$ cat config.mk
export PLATFORM = sky130hd
export DESIGN_NAME = clk_ctrl_top
export DESIGN_NICKNAME = d
export VERILOG_FILES = /design/src/core/clk_ctrl_pkg.sv /design/src/core/osc_stop_detector.sv /design/src/core/clk_ctrl_top.sv
export SDC_FILE = /design/constraint.sdc
export NUM_CORES = 1
export LEC_CHECK = 0
export BUFFER_PORTS_ARGS = -buffer_cell sky130_fd_sc_hd__buf_2
export CORE_MARGIN = 8
export CORE_UTILIZATION = 46
export DETAILED_ROUTE_END_ITERATION = 12
export PLACE_DENSITY = 0.78
export SLEW_MARGIN = 20
export SYNTH_ARGS = -nofsm -noshare
export SYNTH_HDL_FRONTEND = slang
export SYNTH_SLANG_ARGS = --single-unit
$ cat constraint.sdc
create_clock -name CLK_SYS_IN -period 2.1 [get_ports CLK_SYS_IN]
set_input_delay 0.315 -clock CLK_SYS_IN [delete_from_list [all_inputs] [get_ports CLK_SYS_IN]]
set_output_delay 0.315 -clock CLK_SYS_IN [all_outputs]
set_load 0.01 [all_outputs]
$ cat src/core/clk_ctrl_pkg.sv
// Package with register map, field layout, timing and types of the clock-control block
package clk_ctrl_pkg;
  // Timing
  localparam int CLK_FREQ_MHZ = 50;
  localparam int STOP_DETECT_NS = 1000;
  localparam int STOP_DETECT_CYC = (STOP_DETECT_NS * CLK_FREQ_MHZ + 999) / 1000;

  // Register indices, byte address is four times the index
  localparam logic [5:0] IDX_LS_OSC_CTRL = 6'h07;
  localparam logic [5:0] IDX_WAIT_CTRL = 6'h09;
  localparam logic [5:0] IDX_OSC_STOP = 6'h0c;
  localparam logic [5:0] IDX_CORR_32MHZ = 6'h15;
  localparam logic [5:0] IDX_HS_OSC_CTRL = 6'h23;
  localparam logic [5:0] IDX_WRITE_PROTECT = 6'h30;

  // Field positions
  localparam int DET_EN_BIT = 0;
  localparam int DET_IRQ_EN_BIT = 1;
  localparam int SYS_CLK_SEL_BIT = 2;
  localparam int HS_EN_BIT = 0;
  localparam int HS_SEL_BIT = 1;
  localparam int HS_RSV_BIT = 2;
  localparam int DIV128_SEL_BIT = 3;
  localparam int LS_STOP_BIT = 4;
  localparam int WAIT_BIT = 0;
  localparam int UNLOCK_BIT = 0;

  // Reset values
  localparam logic [7:0] OSC_STOP_RST = 8'h04;
  localparam logic [7:0] HS_OSC_CTRL_RST = 8'h00;
  localparam logic [7:0] CORR_32MHZ_DEFAULT = 8'h00;

  // Bus responses
  localparam logic [1:0] RESP_OKAY = 2'b00;
  localparam logic [1:0] RESP_SLVERR = 2'b10;

  typedef struct packed {
    logic clock_monitor;
    logic system_clock_select;
    logic stop_detect_irq_enable;
    logic stop_detect_enable;
  } osc_stop_s;

  typedef struct packed {
    logic div128_source_select;
    logic reserved;
    logic hs_osc_select;
    logic hs_osc_enable;
  } hs_ctrl_s;

  typedef enum logic [1:0] {
    ST_RUN = 2'b01,
    ST_WAIT = 2'b10
  } wait_state_e;
endpackage

$ cat src/core/osc_stop_detector.sv
// Crystal oscillation-stop detector: flags a stop when no activity is seen for a timeout
`timescale 1ns/1ps
module osc_stop_detector #(
  parameter int TIMEOUT_CYC = 50
) (
  input wire logic clk_in,
  input wire logic rst_b_in,
  input wire logic enable_in,
  input wire logic activity_in,
  output logic stopped_out
);
  localparam int CW = $clog2(TIMEOUT_CYC + 1);

  if (TIMEOUT_CYC < 1) begin : g_chk
    $error("TIMEOUT_CYC must be at least 1");
  end

  logic [CW-1:0] cnt_ff;
  logic [CW-1:0] nxt_cnt;
  logic stopped_ff;
  logic nxt_stopped;

  always_comb begin
    nxt_cnt = cnt_ff;
    nxt_stopped = stopped_ff;
    if (!enable_in || activity_in) begin
      nxt_cnt = '0;
      nxt_stopped = 1'b0;
    end else if (cnt_ff == CW'(TIMEOUT_CYC)) begin
      nxt_stopped = 1'b1;
    end else begin
      nxt_cnt = cnt_ff + CW'(1);
    end
  end

  always_ff @(posedge clk_in or negedge rst_b_in) begin
    if (!rst_b_in) begin
      cnt_ff <= '0;
      stopped_ff <= 1'b0;
    end else begin
      cnt_ff <= nxt_cnt;
      stopped_ff <= nxt_stopped;
    end
  end

  assign stopped_out = stopped_ff;
endmodule

$ cat src/core/clk_ctrl_top.sv
// Wait mode, oscillation-stop detection and on-chip oscillator control with AXI4-Lite registers
//
// Contract
// - Writing 1 to the wait bit stops the CPU clock, entering wait mode; the code takes that write only with the write-unlock bit at 1.
// - Crystal, sub and on-chip oscillator clocks keep running during wait mode.
// - Wait mode ends only by reset or a peripheral interrupt request.
// - Waking with interrupts masked resumes after the wait write, no servicing.
// - Stop register bit 0 enables detection, bit 1 enables its interrupt.
// - Bit 2 selects system clock: 0 crystal, 1 on-chip; resets to 1.
// - Bit 3 read-only monitor: 0 crystal oscillating, 1 crystal stopped.
// - System clock select at 1 forces the low-speed stop bit to 0.
// - Stop detected with both enables set forces system clock select to 1.
// - While monitor reads 1, writing 0 to system clock select is ignored.
// - Monitor is valid only with detection enabled, else stays 0.
// - Stop and high-speed control writes need the write-unlock bit at 1.
// - Read-only 8-bit register holds the factory 32 MHz correction value.
// - High-speed control bit 0 turns oscillator on, bit 1 selects it.
// - Bit 3 picks slow or fast on-chip clock for the divide-by-128 clock.
// - Unassigned upper high-speed control bits read 0 and ignore writes.
// - Low-speed stop bit 0 runs the low-speed oscillator, 1 stops it.
// - A peripheral-interrupt wakeup clears the wait bit by hardware.
`timescale 1ns/1ps
module clk_ctrl_top
  import clk_ctrl_pkg::*;
#(
  parameter logic [7:0] CORR_32MHZ_VALUE = CORR_32MHZ_DEFAULT,
  parameter int STOP_TIMEOUT_CYC = STOP_DETECT_CYC
) (
  // Clock and reset
  input wire logic CLK_SYS_IN,
  input wire logic RST_B_IN,
  // AXI4-Lite write channels
  input wire logic [7:0] AXI_AWADDR_IN,
  input wire logic AXI_AWVALID_IN,
  output logic AXI_AWREADY_OUT,
  input wire logic [31:0] AXI_WDATA_IN,
  input wire logic [3:0] AXI_WSTRB_IN,
  input wire logic AXI_WVALID_IN,
  output logic AXI_WREADY_OUT,
  output logic [1:0] AXI_BRESP_OUT,
  output logic AXI_BVALID_OUT,
  input wire logic AXI_BREADY_IN,
  // AXI4-Lite read channels
  input wire logic [7:0] AXI_ARADDR_IN,
  input wire logic AXI_ARVALID_IN,
  output logic AXI_ARREADY_OUT,
  output logic [31:0] AXI_RDATA_OUT,
  output logic [1:0] AXI_RRESP_OUT,
  output logic AXI_RVALID_OUT,
  input wire logic AXI_RREADY_IN,
  // CPU and interrupt side
  input wire logic CPU_IFLAG_IN,
  input wire logic PERIPH_IRQ_IN,
  input wire logic STOP_IRQ_ACK_IN,
  output logic CPU_CLK_EN_OUT,
  output logic WAKE_SERVICE_OUT,
  output logic WAKE_RESUME_OUT,
  output logic STOP_IRQ_OUT,
  // Oscillator side
  input wire logic XTAL_ACTIVITY_IN,
  output logic SYS_CLK_SEL_OUT,
  output logic LS_OSC_ON_OUT,
  output logic HS_OSC_ON_OUT,
  output logic HS_OSC_SEL_OUT,
  output logic DIV128_SEL_OUT
);
  // Bus slave state
  logic aw_have_ff, nxt_aw_have, w_have_ff, nxt_w_have;
  logic [5:0] aw_idx_ff, nxt_aw_idx;
  logic [7:0] wdata_ff, nxt_wdata;
  logic wstrb_ff, nxt_wstrb;
  logic awready_ff, nxt_awready, wready_ff, nxt_wready;
  logic bvalid_ff, nxt_bvalid, arready_ff, nxt_arready, rvalid_ff, nxt_rvalid;
  logic [1:0] bresp_ff, nxt_bresp, rresp_ff, nxt_rresp;
  logic [7:0] rdata_ff, nxt_rdata;
  logic wr_fire, wr_ok, wr_mapped, rd_mapped;
  logic [7:0] rd_val;
  logic [5:0] rd_idx;

  // Control registers
  osc_stop_s ocd_ff, nxt_ocd;
  hs_ctrl_s hs_ff, nxt_hs;
  logic ls_stop_ff, nxt_ls_stop, unlock_ff, nxt_unlock, irq_ff, nxt_irq;
  logic stop_flag, stop_rise;

  // Wait control
  wait_state_e state_ff, nxt_state;
  logic wait_bit_ff, nxt_wait_bit, iflag_ff, nxt_iflag;
  logic service_ff, nxt_service, resume_ff, nxt_resume, cpu_en_ff, nxt_cpu_en;

  osc_stop_detector #(
    .TIMEOUT_CYC(STOP_TIMEOUT_CYC)
  ) u_det (
    .clk_in(CLK_SYS_IN),
    .rst_b_in(RST_B_IN),
    .enable_in(ocd_ff.stop_detect_enable),
    .activity_in(XTAL_ACTIVITY_IN),
    .stopped_out(stop_flag)
  );

  assign wr_fire = aw_have_ff && w_have_ff && !bvalid_ff;
  assign wr_ok = wr_fire && wstrb_ff;
  assign rd_idx = AXI_ARADDR_IN[7:2];
  assign stop_rise = stop_flag && !ocd_ff.clock_monitor;

  always_comb begin
    wr_mapped = (aw_idx_ff == IDX_LS_OSC_CTRL) || (aw_idx_ff == IDX_WAIT_CTRL) || (aw_idx_ff == IDX_OSC_STOP) ||
      (aw_idx_ff == IDX_CORR_32MHZ) || (aw_idx_ff == IDX_HS_OSC_CTRL) || (aw_idx_ff == IDX_WRITE_PROTECT);
    rd_mapped = 1'b1;
    case (rd_idx)
      IDX_LS_OSC_CTRL: rd_val = 8'(ls_stop_ff) << LS_STOP_BIT;
      IDX_WAIT_CTRL: rd_val = {7'h00, wait_bit_ff};
      IDX_OSC_STOP: rd_val = {4'h0, ocd_ff};
      IDX_CORR_32MHZ: rd_val = CORR_32MHZ_VALUE;
      IDX_HS_OSC_CTRL: rd_val = {4'h0, hs_ff};
      IDX_WRITE_PROTECT: rd_val = {7'h00, unlock_ff};
      default: begin
        rd_val = 8'h00;
        rd_mapped = 1'b0;
      end
    endcase
  end

  // Bus slave: address and data taken in either order, response after both
  always_comb begin
    nxt_aw_have = aw_have_ff;
    nxt_w_have = w_have_ff;
    nxt_aw_idx = aw_idx_ff;
    nxt_wdata = wdata_ff;
    nxt_wstrb = wstrb_ff;
    nxt_bvalid = bvalid_ff;
    nxt_bresp = bresp_ff;
    nxt_rvalid = rvalid_ff;
    nxt_rresp = rresp_ff;
    nxt_rdata = rdata_ff;
    if (AXI_AWVALID_IN && awready_ff) begin
      nxt_aw_have = 1'b1;
      nxt_aw_idx = AXI_AWADDR_IN[7:2];
    end
    if (AXI_WVALID_IN && wready_ff) begin
      nxt_w_have = 1'b1;
      nxt_wdata = AXI_WDATA_IN[7:0];
      nxt_wstrb = AXI_WSTRB_IN[0];
    end
    if (wr_fire) begin
      nxt_aw_have = 1'b0;
      nxt_w_have = 1'b0;
      nxt_bvalid = 1'b1;
      nxt_bresp = wr_mapped ? RESP_OKAY : RESP_SLVERR;
    end else if (bvalid_ff && AXI_BREADY_IN) begin
      nxt_bvalid = 1'b0;
    end
    if (AXI_ARVALID_IN && arready_ff) begin
      nxt_rvalid = 1'b1;
      nxt_rdata = rd_val;
      nxt_rresp = rd_mapped ? RESP_OKAY : RESP_SLVERR;
    end else if (rvalid_ff && AXI_RREADY_IN) begin
      nxt_rvalid = 1'b0;
    end
    nxt_awready = !nxt_aw_have && !nxt_bvalid;
    nxt_wready = !nxt_w_have && !nxt_bvalid;
    nxt_arready = !nxt_rvalid;
  end

  always_ff @(posedge CLK_SYS_IN or negedge RST_B_IN) begin
    if (!RST_B_IN) begin
      aw_have_ff <= 1'b0;
      w_have_ff <= 1'b0;
      aw_idx_ff <= 6'h00;
      wdata_ff <= 8'h00;
      wstrb_ff <= 1'b0;
      awready_ff <= 1'b0;
      wready_ff <= 1'b0;
      bvalid_ff <= 1'b0;
      bresp_ff <= RESP_OKAY;
      arready_ff <= 1'b0;
      rvalid_ff <= 1'b0;
      rresp_ff <= RESP_OKAY;
      rdata_ff <= 8'h00;
    end else begin
      aw_have_ff <= nxt_aw_have;
      w_have_ff <= nxt_w_have;
      aw_idx_ff <= nxt_aw_idx;
      wdata_ff <= nxt_wdata;
      wstrb_ff <= nxt_wstrb;
      awready_ff <= nxt_awready;
      wready_ff <= nxt_wready;
      bvalid_ff <= nxt_bvalid;
      bresp_ff <= nxt_bresp;
      arready_ff <= nxt_arready;
      rvalid_ff <= nxt_rvalid;
      rresp_ff <= nxt_rresp;
      rdata_ff <= nxt_rdata;
    end
  end

  // Clock-control registers
  always_comb begin
    nxt_ocd = ocd_ff;
    nxt_hs = hs_ff;
    nxt_ls_stop = ls_stop_ff;
    nxt_unlock = unlock_ff;
    nxt_irq = irq_ff;
    if (wr_ok && aw_idx_ff == IDX_WRITE_PROTECT) begin
      nxt_unlock = wdata_ff[UNLOCK_BIT];
    end
    if (wr_ok && unlock_ff) begin
      if (aw_idx_ff == IDX_OSC_STOP) begin
        nxt_ocd.stop_detect_enable = wdata_ff[DET_EN_BIT];
        nxt_ocd.stop_detect_irq_enable = wdata_ff[DET_IRQ_EN_BIT];
        if (wdata_ff[SYS_CLK_SEL_BIT] || !ocd_ff.clock_monitor) begin
          nxt_ocd.system_clock_select = wdata_ff[SYS_CLK_SEL_BIT];
        end
      end
      if (aw_idx_ff == IDX_HS_OSC_CTRL) begin
        nxt_hs.hs_osc_enable = wdata_ff[HS_EN_BIT];
        nxt_hs.hs_osc_select = wdata_ff[HS_SEL_BIT];
        nxt_hs.reserved = wdata_ff[HS_RSV_BIT];
        nxt_hs.div128_source_select = wdata_ff[DIV128_SEL_BIT];
      end
      if (aw_idx_ff == IDX_LS_OSC_CTRL) begin
        nxt_ls_stop = wdata_ff[LS_STOP_BIT];
      end
    end
    // Monitor follows the detector, which idles while detection is off
    nxt_ocd.clock_monitor = stop_flag;
    if (stop_rise && ocd_ff.stop_detect_enable && ocd_ff.stop_detect_irq_enable) begin
      nxt_ocd.system_clock_select = 1'b1;
    end
    if (nxt_ocd.system_clock_select) begin
      nxt_ls_stop = 1'b0;
    end
    if (STOP_IRQ_ACK_IN) begin
      nxt_irq = 1'b0;
    end
    if (stop_rise && ocd_ff.stop_detect_irq_enable) begin
      nxt_irq = 1'b1;
    end
  end

  always_ff @(posedge CLK_SYS_IN or negedge RST_B_IN) begin
    if (!RST_B_IN) begin
      ocd_ff <= osc_stop_s'(OSC_STOP_RST[3:0]);
      hs_ff <= hs_ctrl_s'(HS_OSC_CTRL_RST[3:0]);
      ls_stop_ff <= 1'b0;
      unlock_ff <= 1'b0;
      irq_ff <= 1'b0;
    end else begin
      ocd_ff <= nxt_ocd;
      hs_ff <= nxt_hs;
      ls_stop_ff <= nxt_ls_stop;
      unlock_ff <= nxt_unlock;
      irq_ff <= nxt_irq;
    end
  end

  // Wait mode sequencing
  always_comb begin
    nxt_state = state_ff;
    nxt_wait_bit = wait_bit_ff;
    nxt_iflag = iflag_ff;
    nxt_service = 1'b0;
    nxt_resume = 1'b0;
    if (wr_ok && unlock_ff && aw_idx_ff == IDX_WAIT_CTRL && wdata_ff[WAIT_BIT]) begin
      nxt_wait_bit = 1'b1;
    end
    case (state_ff)
      ST_RUN: begin
        if (wait_bit_ff) begin
          nxt_state = ST_WAIT;
          nxt_iflag = CPU_IFLAG_IN;
        end
      end
      ST_WAIT: begin
        if (PERIPH_IRQ_IN) begin
          nxt_state = ST_RUN;
          nxt_wait_bit = 1'b0;
          nxt_service = iflag_ff;
          nxt_resume = !iflag_ff;
        end
      end
      default: nxt_state = ST_RUN;
    endcase
    nxt_cpu_en = (nxt_state == ST_RUN);
  end

  always_ff @(posedge CLK_SYS_IN or negedge RST_B_IN) begin
    if (!RST_B_IN) begin
      state_ff <= ST_RUN;
      wait_bit_ff <= 1'b0;
      iflag_ff <= 1'b0;
      service_ff <= 1'b0;
      resume_ff <= 1'b0;
      cpu_en_ff <= 1'b1;
    end else begin
      state_ff <= nxt_state;
      wait_bit_ff <= nxt_wait_bit;
      iflag_ff <= nxt_iflag;
      service_ff <= nxt_service;
      resume_ff <= nxt_resume;
      cpu_en_ff <= nxt_cpu_en;
    end
  end

  assign AXI_AWREADY_OUT = awready_ff;
  assign AXI_WREADY_OUT = wready_ff;
  assign AXI_BVALID_OUT = bvalid_ff;
  assign AXI_BRESP_OUT = bresp_ff;
  assign AXI_ARREADY_OUT = arready_ff;
  assign AXI_RVALID_OUT = rvalid_ff;
  assign AXI_RRESP_OUT = rresp_ff;
  assign AXI_RDATA_OUT = {24'h000000, rdata_ff};
  assign CPU_CLK_EN_OUT = cpu_en_ff;
  assign WAKE_SERVICE_OUT = service_ff;
  assign WAKE_RESUME_OUT = resume_ff;
  assign STOP_IRQ_OUT = irq_ff;
  // Oscillator enables do not depend on wait mode
  assign SYS_CLK_SEL_OUT = ocd_ff.system_clock_select;
  assign HS_OSC_ON_OUT = hs_ff.hs_osc_enable;
  assign HS_OSC_SEL_OUT = hs_ff.hs_osc_select;
  assign DIV128_SEL_OUT = hs_ff.div128_source_select;
  assign LS_OSC_ON_OUT = !ls_stop_ff;
endmodule

==> results of run 1 <==
## worst max-delay path, stage by stage, from the launching register on
cell and delay [ns]:
sky130_fd_sc_hd__dfrtp_1 0.43, sky130_fd_sc_hd__or4b_4 0.56, sky130_fd_sc_hd__or4_4 0.47, sky130_fd_sc_hd__mux2_4 0.31
## kinds of logic after synthesis
group | after synthesis | synth area share [%]
compound gates | 30 | 7.26
buf+inv | 43 | 10.6
mux | 21 | 9.52
simple gates | 77 | 18.2
flops | 51 | 50.2
xor+xnor | 6 | 2.06
other cells | 1 | 0.147
fa+ha+maj | 4 | 1.96
## cells in the final DEF, fill, tap and decap left out, types with 4 or more instances in the layout
cell type                  synthesis  layout
sky130_fd_sc_hd__nor2_1           11      11
sky130_fd_sc_hd__nand2b_1          4       4
sky130_fd_sc_hd__a22oi_1           4       4
sky130_fd_sc_hd__dfrtp_1          48      48
sky130_fd_sc_hd__a21oi_1           9       9
sky130_fd_sc_hd__nand3_1           4       4
sky130_fd_sc_hd__o21ai_1           6       6
sky130_fd_sc_hd__mux2_1            5       5
sky130_fd_sc_hd__mux2_2           13      13
sky130_fd_sc_hd__nor2b_1           6       6
sky130_fd_sc_hd__conb_1            1      29
sky130_fd_sc_hd__clkbuf_8          0       5
sky130_fd_sc_hd__inv_1            12      12
sky130_fd_sc_hd__ha_1              4       4
sky130_fd_sc_hd__nand2_1          20      20
sky130_fd_sc_hd__buf_2             1      49
sky130_fd_sc_hd__nor3_1            4       4
## report_power, final
part | total (W) | leakage (nW) | internal (W) | switching [W]
Clock | 0.000689 | 0.0587 | 0.000361 | 0.000328
Combinational | 0.000675 | 0.711 | 0.000346 | 0.000329
Sequential | 0.00143 | 0.653 | 0.00121 | 0.000215
Total | 0.00279 | 1.42 | 0.00192 | 0.000873
## flip-flops by register name (all words and copies together), names as in the netlist, 2 cells and up
name / flops
ocd_ff: 3
rdata_ff: 5
state_ff: 2
u_det.cnt_ff: 6
wdata_ff: 5
aw_idx_ff: 6
## per-layer routing
| metal | routed length [um] | part of all wire, % | vias up |
|---|---|---|---|
| met4 | 63 | 1.3 | 0 |
| li1 | - | - | 875 |
| met1 | 2190 | 45 | 838 |
| met2 | 2250 | 46 | 64 |
| met5 | 0 | 0 | - |
| met3 | 402 | 8.2 | 7 |
## synthesized netlist by cell type, types with 3 or more instances
cell type,n,area share [%]
sky130_fd_sc_hd__xor2_1,3,1.0
sky130_fd_sc_hd__nor2_1,11,1.6
sky130_fd_sc_hd__a22oi_1,4,1.2
sky130_fd_sc_hd__dfstp_2,3,3.1
sky130_fd_sc_hd__nand2_1,20,2.9
sky130_fd_sc_hd__xnor2_1,3,1.0
sky130_fd_sc_hd__nand3_1,4,0.79
sky130_fd_sc_hd__nor3_1,4,0.79
sky130_fd_sc_hd__buf_4,29,8.5
sky130_fd_sc_hd__inv_1,12,1.8
sky130_fd_sc_hd__o21ai_1,6,1.2
sky130_fd_sc_hd__o21ai_0,3,0.59
sky130_fd_sc_hd__nor4bb_1,3,1.2
sky130_fd_sc_hd__a21oi_1,9,1.8
sky130_fd_sc_hd__nor4_1,3,0.74
sky130_fd_sc_hd__ha_1,4,2.0
sky130_fd_sc_hd__nor2b_1,6,1.5
sky130_fd_sc_hd__mux2_1,5,2.2
sky130_fd_sc_hd__nand2b_1,4,0.98
sky130_fd_sc_hd__nor4b_1,3,1.0
sky130_fd_sc_hd__mux2_2,13,5.7
sky130_fd_sc_hd__dfrtp_1,48,47
## how the worst min path moves through the flow
stage                          startpoint                        end  slack (ns)
final                     STOP_IRQ_ACK_IN   STOP_IRQ_OUT$_DFFE_PN0P_        0.20
after global routing      STOP_IRQ_ACK_IN   STOP_IRQ_OUT$_DFFE_PN0P_        0.22
after CTS                 STOP_IRQ_ACK_IN   STOP_IRQ_OUT$_DFFE_PN0P_        0.20
after detailed placement         RST_B_IN       aw_have_ff$_DFF_PN0_        0.33
after global placement           RST_B_IN   aw_idx_ff[5]$_DFFE_PN0P_        0.32
after floorplan                  RST_B_IN  AXI_ARREADY_OUT$_DFF_PN0_        0.02
## final cells by class
type / instances / area [um^2]
timing repair buffer: 54 / 298
clock buffer: 5 / 68.8
multi-input combinational: 167 / 1100
fill: 483 / 2510
tap: 72 / 90.1
sequential: 51 / 1280
inverter: 12 / 45.0
clock inverter: 3 / 47.5
## repair_timing
item / CTS / global route
hold buffers: 1 / 0
endpoints found under the hold margin: 26 / 0
setup endpoints to repair: 0 / 0
## per-stage QoR
stage	setup slack (ns)	instance area [um^2]	utilization, %	total power [W]
floorplan	0.287	2660	-	0.00192
global placement	0.248	2810	51.6	0.00209
detailed placement	0.233	2810	51.6	0.00213
CTS	0.209	2930	53.9	0.00282
global route	0.170	2930	53.9	0.00297
finish	0.205	2930	53.9	0.00279
==> run summary, run 1 <==
Post-CTS timing repair inserted 0 buffers for setup. During placement, the flow inserted port buffers numbering 49. The critical path is of the reg2reg type. Depth of the CTS H-tree: 2. For this design, the sink count on the clock tree is 51. After routing, the total negative slack on setup checks comes to 0 ns. The fraction of met2 tracks used by global routing was 18.7%. The highest fanout seen on the critical path is 5, and the placeable core region is 5440 um^2. In this run, CTS created clock tree buffers numbering 5.

Clock skew on the completed layout was measured at 0.0140 ns. Among all flip-flop cells after synthesis, the most frequent one is sky130_fd_sc_hd__dfrtp_1. The initial antenna violation count is 0. The net count of the finished layout is 358.

Setup violations remaining at the end of the flow were counted as 0. The library cell used as clock root buffer was sky130_fd_sc_hd__clkbuf_8. After floorplanning, the core was divided into 27 placement rows.

After the flow finishes, the layout carries non-filler instances totaling 364. 0 antenna diodes ended up in the layout. In the final layout, the share of cells above drive strength 1 is 29.1%. From synthesis to final layout, the design area changed by 15.0%. Across all register-to-register paths, the minimum setup slack is 0.20 ns. The congestion estimate from routability-driven global placement came to 0.810. The global-route wire length before repair came out at 8.22 mm.

In this run the critical register-to-register path is captured at ocd_ff[1]$_DFFE_PN0P_. The number of top-level design ports was 113; the post-synthesis average cell area was 10.9 um^2. The Yosys step of the flow raised 0 warnings.

The residual DRC count came out at 0. The tools report the top achievable clock speed as 528 MHz. The overflow left after global routing came out at 0. VDD sags by at most 568 uV.

For the number of instances in the placed design, the log shows 355. After synthesis, the share of flip-flops with an asynchronous set or reset is 100%. The min-delay analysis places its worst path in the category in2reg. The count of pins over their slew limit was 0. Worst hold slack: 0.204 ns.

The count of cell types in the netlist was 51; the placed wire-length estimate after detailed placement was 3.89 mm. The worst reg-to-reg path cell count was 3; the required time of the worst setup path was 2.29 ns. Beginning of the critical path: aw_idx_ff[1]$_DFFE_PN0P_. Setup repair after global routing left no endpoint under its margin.

Counting along the longest clock path gives a buffer depth of 2. The final critical path takes up 90.3% of the cycle. The tools report the arrival time reported for the critical path endpoint as 2.08 ns. From bottom edge to top edge, the die measures 90.5 um. The tools report the number of hold violations in the final report as 0. The number of resized instances in the post-cts repair step was 0; the power per cell area was 952 nW/um^2.

The run gives 4.91 mm as the post-detailed-routing wire length. In the routed layout, each cell is associated on average with a via count of 4.90. The count of flip-flops with a built-in enable after synthesis was 0; the mapped cell area was 2550 um^2. TritonCTS built the clock tree. The share of the Yosys chip area taken by registers is 50.2%. Synthesis produced 233 cells. The logs give 46.9% for the initial core utilization and 0 for the residual antenna-violating net count after detailed routing. Entering global routing, the biggest net connects 52 pins. The pre-antenna-repair detailed-routing pass consisted of 4 iterations. Max-cap violations in this run came to 0. Global routing used 11.9% of the available tracks.

The met3 usage is 5.32%. For the leakage power, the log shows 1.42 nW. Dividing the detail-routed wire length by the instance count gives 13.5 um. Clock-pin slew was measured on the worst setup and hold paths at 0.10 ns. The total vias in the final route came out at 1784.

The tools report the critical path launch point type as a flop. The floorplan step set the die width to 90.5 um. At the later pin of the worst-skew pair, clock insertion delay measures 0.30 ns. Floorplan die area: 8180 um^2. Startpoint of the lowest-slack register-to-register path: aw_idx_ff[1]$_DFFE_PN0P_. Kind of capture point of the worst setup path: a flop. The run finished with clean final reports.

For the via count of the first global-routing pass, the log shows 1826. In this run the worst setup path terminates at ocd_ff[1]$_DFFE_PN0P_. The initial detailed-routing violation count came out at 78. The final period demand of the worst path works out to 1.90 ns. Most used routing layer in global routing: met2. The worst hold path was traced through 2 stages. Global routing consumed, on the met1 layer, 14.2% of the routing resources. Synthesis inferred 51 register bits.
No activity file was read; power rests on OpenSTA's default activity.
==> run 2, diff against run 1 <==
- CELL_PAD_IN_SITES_DETAIL_PLACEMENT: default -> 0
- CELL_PAD_IN_SITES_GLOBAL_PLACEMENT: default -> 1
- CORE_UTILIZATION: 46 -> 35
- PLACE_DENSITY: 0.78 -> default
- PLACE_DENSITY_LB_ADDON: default -> 0.1
==> run 2 against run 1 <==
First-iteration DRC count down 40%. Hold slack worse by 0.092 ns. Wire length up 5.4%. Highest routed layer unchanged. Die area up 26%. Register-to-register slack better by 0.03 ns. Final cell count up 7.4%. Critical path depth unchanged. Final area down 0.55%. Combinational power about the same. Via count down 3.4%. Largest cell class unchanged.
==> run summary, run 2 (synthesized netlist as in run 1, its figures left out) <==
The run gives 0.00634 ns (was 0.0140 ns) as the final setup skew. Required time of the worst setup path: 2.29 ns (about the same). The area growth from synthesis to layout was 14.4% (was 15.0%). Top flop regs: aw_idx_ff (6), u_det.cnt_ff (6) (unchanged). The number of buffer cells added on primary ports was 49 (unchanged). The total clock buffers created by CTS was 5 (unchanged). The floorplan die area was 10300 um^2 (was 8180 um^2).

The count of endpoints failing setup in the final report was 0 (unchanged); the final RePlAce weighted congestion was 0.763 (was 0.810). The tools report the worst vdd rail ir drop as 518 uV (was 568 uV). The global-route wire length before repair came out at 8.42 mm (was 8.22 mm). Setup repair after global routing left no endpoint under its margin. The run gives 535 MHz (was 528 MHz) as the top achievable clock speed. The logs give 0 (was 1) for the number of buffers added to fix hold violations after cts and 20.4% (was 24.7%) for the clock network fraction of total power. The flow ran to the end, and the final reports show no timing, DRC or antenna violations. The power per cell area works out to 906 nW/um^2 (was 952 nW/um^2). For the combinational power share, the log shows 25.6% (was 24.2%). The type of the worst setup path is reg2reg (unchanged). The overall die width works out to 101 um (was 90.5 um).

The total vias in the final route was 1724 (was 1784); the final cycle utilization of the critical path was 88.9% (was 90.3%). The aggregate negative setup slack is 0 ns (unchanged), and the sequential standard cell area is 1280 um^2 (unchanged). The via count of the first global-routing pass is 1759 (was 1826), and the total setup buffers inserted after CTS is 0 (unchanged). The leakage power is 1.40 nW (was 1.42 nW).

The run gives 0 (unchanged) as the count of pins over their slew limit. The reported max-cap violation count is 0 (unchanged). The switching power share of the total is 31.9% (was 31.3%), and the residual antenna-violating net count after detailed routing is 0 (unchanged). For the initial antenna violation count, the log shows 0 (unchanged). The detail-routed net length per standard cell came out at 13.2 um (was 13.5 um). The highest fanout seen on the critical path was 5 (unchanged). The kind of capture point of the worst setup path is a flop (unchanged). The total number of placement rows was 31 (was 27). The class of the tightest hold or removal check was in2async (was in2reg). TritonCTS built the clock tree. The run gives 0 (unchanged) as the number of resized instances in the post-cts repair step.

The number of buffers on the longest clock path is 2 (unchanged). For the number of iterations in the first detailed-routing pass, the log shows 4 (unchanged). The final period demand of the worst path is 1.87 ns (was 1.90 ns). The logs give 2.06 ns (was 2.08 ns) for the arrival time reported for the critical path endpoint and 0.000843 W (was 0.000873 W) for the net switching component of the power. The global router's overall resource usage was 10.4% (was 11.9%).

Initial detailed-routing violation count: 47 (was 78). The placeable core region was 7140 um^2 (was 5440 um^2); the relative slew slack was 56.7%. The critical path launch point type is a flop (unchanged). The tools report the number of top-level design ports as 113 (unchanged). The overflow left after global routing is 0 (unchanged), and the die height is 101 um (was 90.5 um). The number of hold violations in the final report came out at 0 (unchanged). The clock sink total was 51 (unchanged); the worst hold slack was 0.111 ns (was 0.204 ns). The fraction of layout instances using a drive strength above 1 was 28.8% (was 29.1%); the residual DRC count was 0 (unchanged).

The clock slew seen by the registers of the worst setup and hold paths was 0.09 ns (was 0.10 ns). The sequential power share was 53.9% (was 51.1%); the post-layout net count was 358 (unchanged). The internal power was 0.00180 W (was 0.00192 W). The initial core utilization came out at 35.7% (was 46.9%). The logs give 0 (unchanged) for the number of diodes added for antenna fixing and 4.02 mm (was 3.89 mm) for the placed wire-length estimate after detailed placement. The logs give 2 (unchanged) for the depth of the CTS H-tree and 40.9% (was 53.9%) for the final core utilization. The largest net degree at the start of global routing is 52 (unchanged). The ratio of routed vias to standard cells was 4.41 (was 4.90); the number of filler cells placed in the layout was 773 (was 483).

The tools report the post-detailed-routing wire length as 5.18 mm (was 4.91 mm). The tools report the library cell used as clock root buffer as sky130_fd_sc_hd__clkbuf_8 (unchanged). Most common cell after layout, fill and taps aside: sky130_fd_sc_hd__buf_2 (unchanged).

The area used by multi-input combinational logic was 1100 um^2 (unchanged); the measured slew at the worst slew-check pin was 0.649 ns. Commonest non-fill, non-tap cells in the layout: 49 x sky130_fd_sc_hd__buf_2, 48 x sky130_fd_sc_hd__dfrtp_1, 29 x sky130_fd_sc_hd__conb_1, 20 x sky130_fd_sc_hd__nand2_1, 13 x sky130_fd_sc_hd__mux2_2 (unchanged). Clock insertion delay at the later pin of the skew report: 0.30 ns (about the same).
## run 2: changes by cell type in the layout (fill, tap and decap cells not counted)
cell | before | now
sky130_fd_sc_hd__clkinv_4 | 1 | 0
sky130_fd_sc_hd__dlygate4sd3_1 | 1 | 0
sky130_fd_sc_hd__buf_12 | 1 | 0
sky130_fd_sc_hd__clkinv_2 | 0 | 1
sky130_fd_sc_hd__clkbuf_1 | 0 | 2
sky130_fd_sc_hd__inv_6 | 1 | 0
sky130_fd_sc_hd__bufinv_16 | 1 | 0
sky130_fd_sc_hd__buf_4 | 3 | 5
## run 2: power by group through the flow
stage | clock network [W] | registers, W | logic [W]
global placement | 0 | 0.00144 | 0.000683
CTS | 0.000569 | 0.00143 | 0.000693
detailed placement | 0 | 0.00145 | 0.000691
floorplan | 0 | 0.00142 | 0.000506
global route | 0.000608 | 0.00147 | 0.000768
finish | 0.000540 | 0.00142 | 0.000678
## run 2: metrics by stage
stage,instance area [um^2],power [W],cells,setup slack (ns)
finish,2920,0.00264,391,0.232
detailed placement,2840,0.00214,383,0.235
floorplan,2660,0.00192,261,0.287
global placement,2840,0.00213,383,0.240
CTS,2920,0.00269,391,0.231
global route,2920,0.00285,391,0.196
## run 2: worst paths after layout
| kind | slack (ns) | startpoint | cells past startpoint | endpoint |
|---|---|---|---|---|
| worst max-delay path | 0.23 | aw_idx_ff[1]$_DFFE_PN0P_ | 3 | ocd_ff[0]$_DFFE_PN0P_ |
| max in group asynchronous | 1.54 | RST_B_IN | 2 | wdata_ff[3]$_DFFE_PN0P_ |
| worst min register to register | 0.43 | u_det.stopped_out$_DFFE_PN0P_ | 0 | ocd_ff[3]$_DFF_PN0_ |
| worst min-delay path | 0.11 | RST_B_IN | 2 | u_det.cnt_ff[5]$_DFFE_PN0P_ |
| worst max register to register | 0.23 | aw_idx_ff[1]$_DFFE_PN0P_ | 3 | ocd_ff[0]$_DFFE_PN0P_ |
| min in group CLK_SYS_IN | 0.19 | STOP_IRQ_ACK_IN | 2 | STOP_IRQ_OUT$_DFFE_PN0P_ |
## run 2: final cells by class
class / instances / share of cell area [%]
clock inverter: 1 / 0.172
sequential: 51 / 43.9
inverter: 12 / 1.54
multi-input combinational: 167 / 37.8
tap: 99 / 4.25
clock buffer: 7 / 2.62
timing repair buffer: 54 / 9.70
## run 2: critical path, cell delays in order, from the launching register on
cell	delay, ns
sky130_fd_sc_hd__dfrtp_1	0.42
sky130_fd_sc_hd__or4b_4	0.56
sky130_fd_sc_hd__or4_4	0.47
sky130_fd_sc_hd__mux2_4	0.31
## run 2: per-layer routing
layer | GRT usage, % | vias to the layer above | routed length, um
met5 | 0 | - | 0
met4 | 3.09 | 0 | 57
met3 | 3.64 | 6 | 361
met2 | 16.0 | 45 | 2420
met1 | 13.3 | 802 | 2330
li1 | - | 871 | -
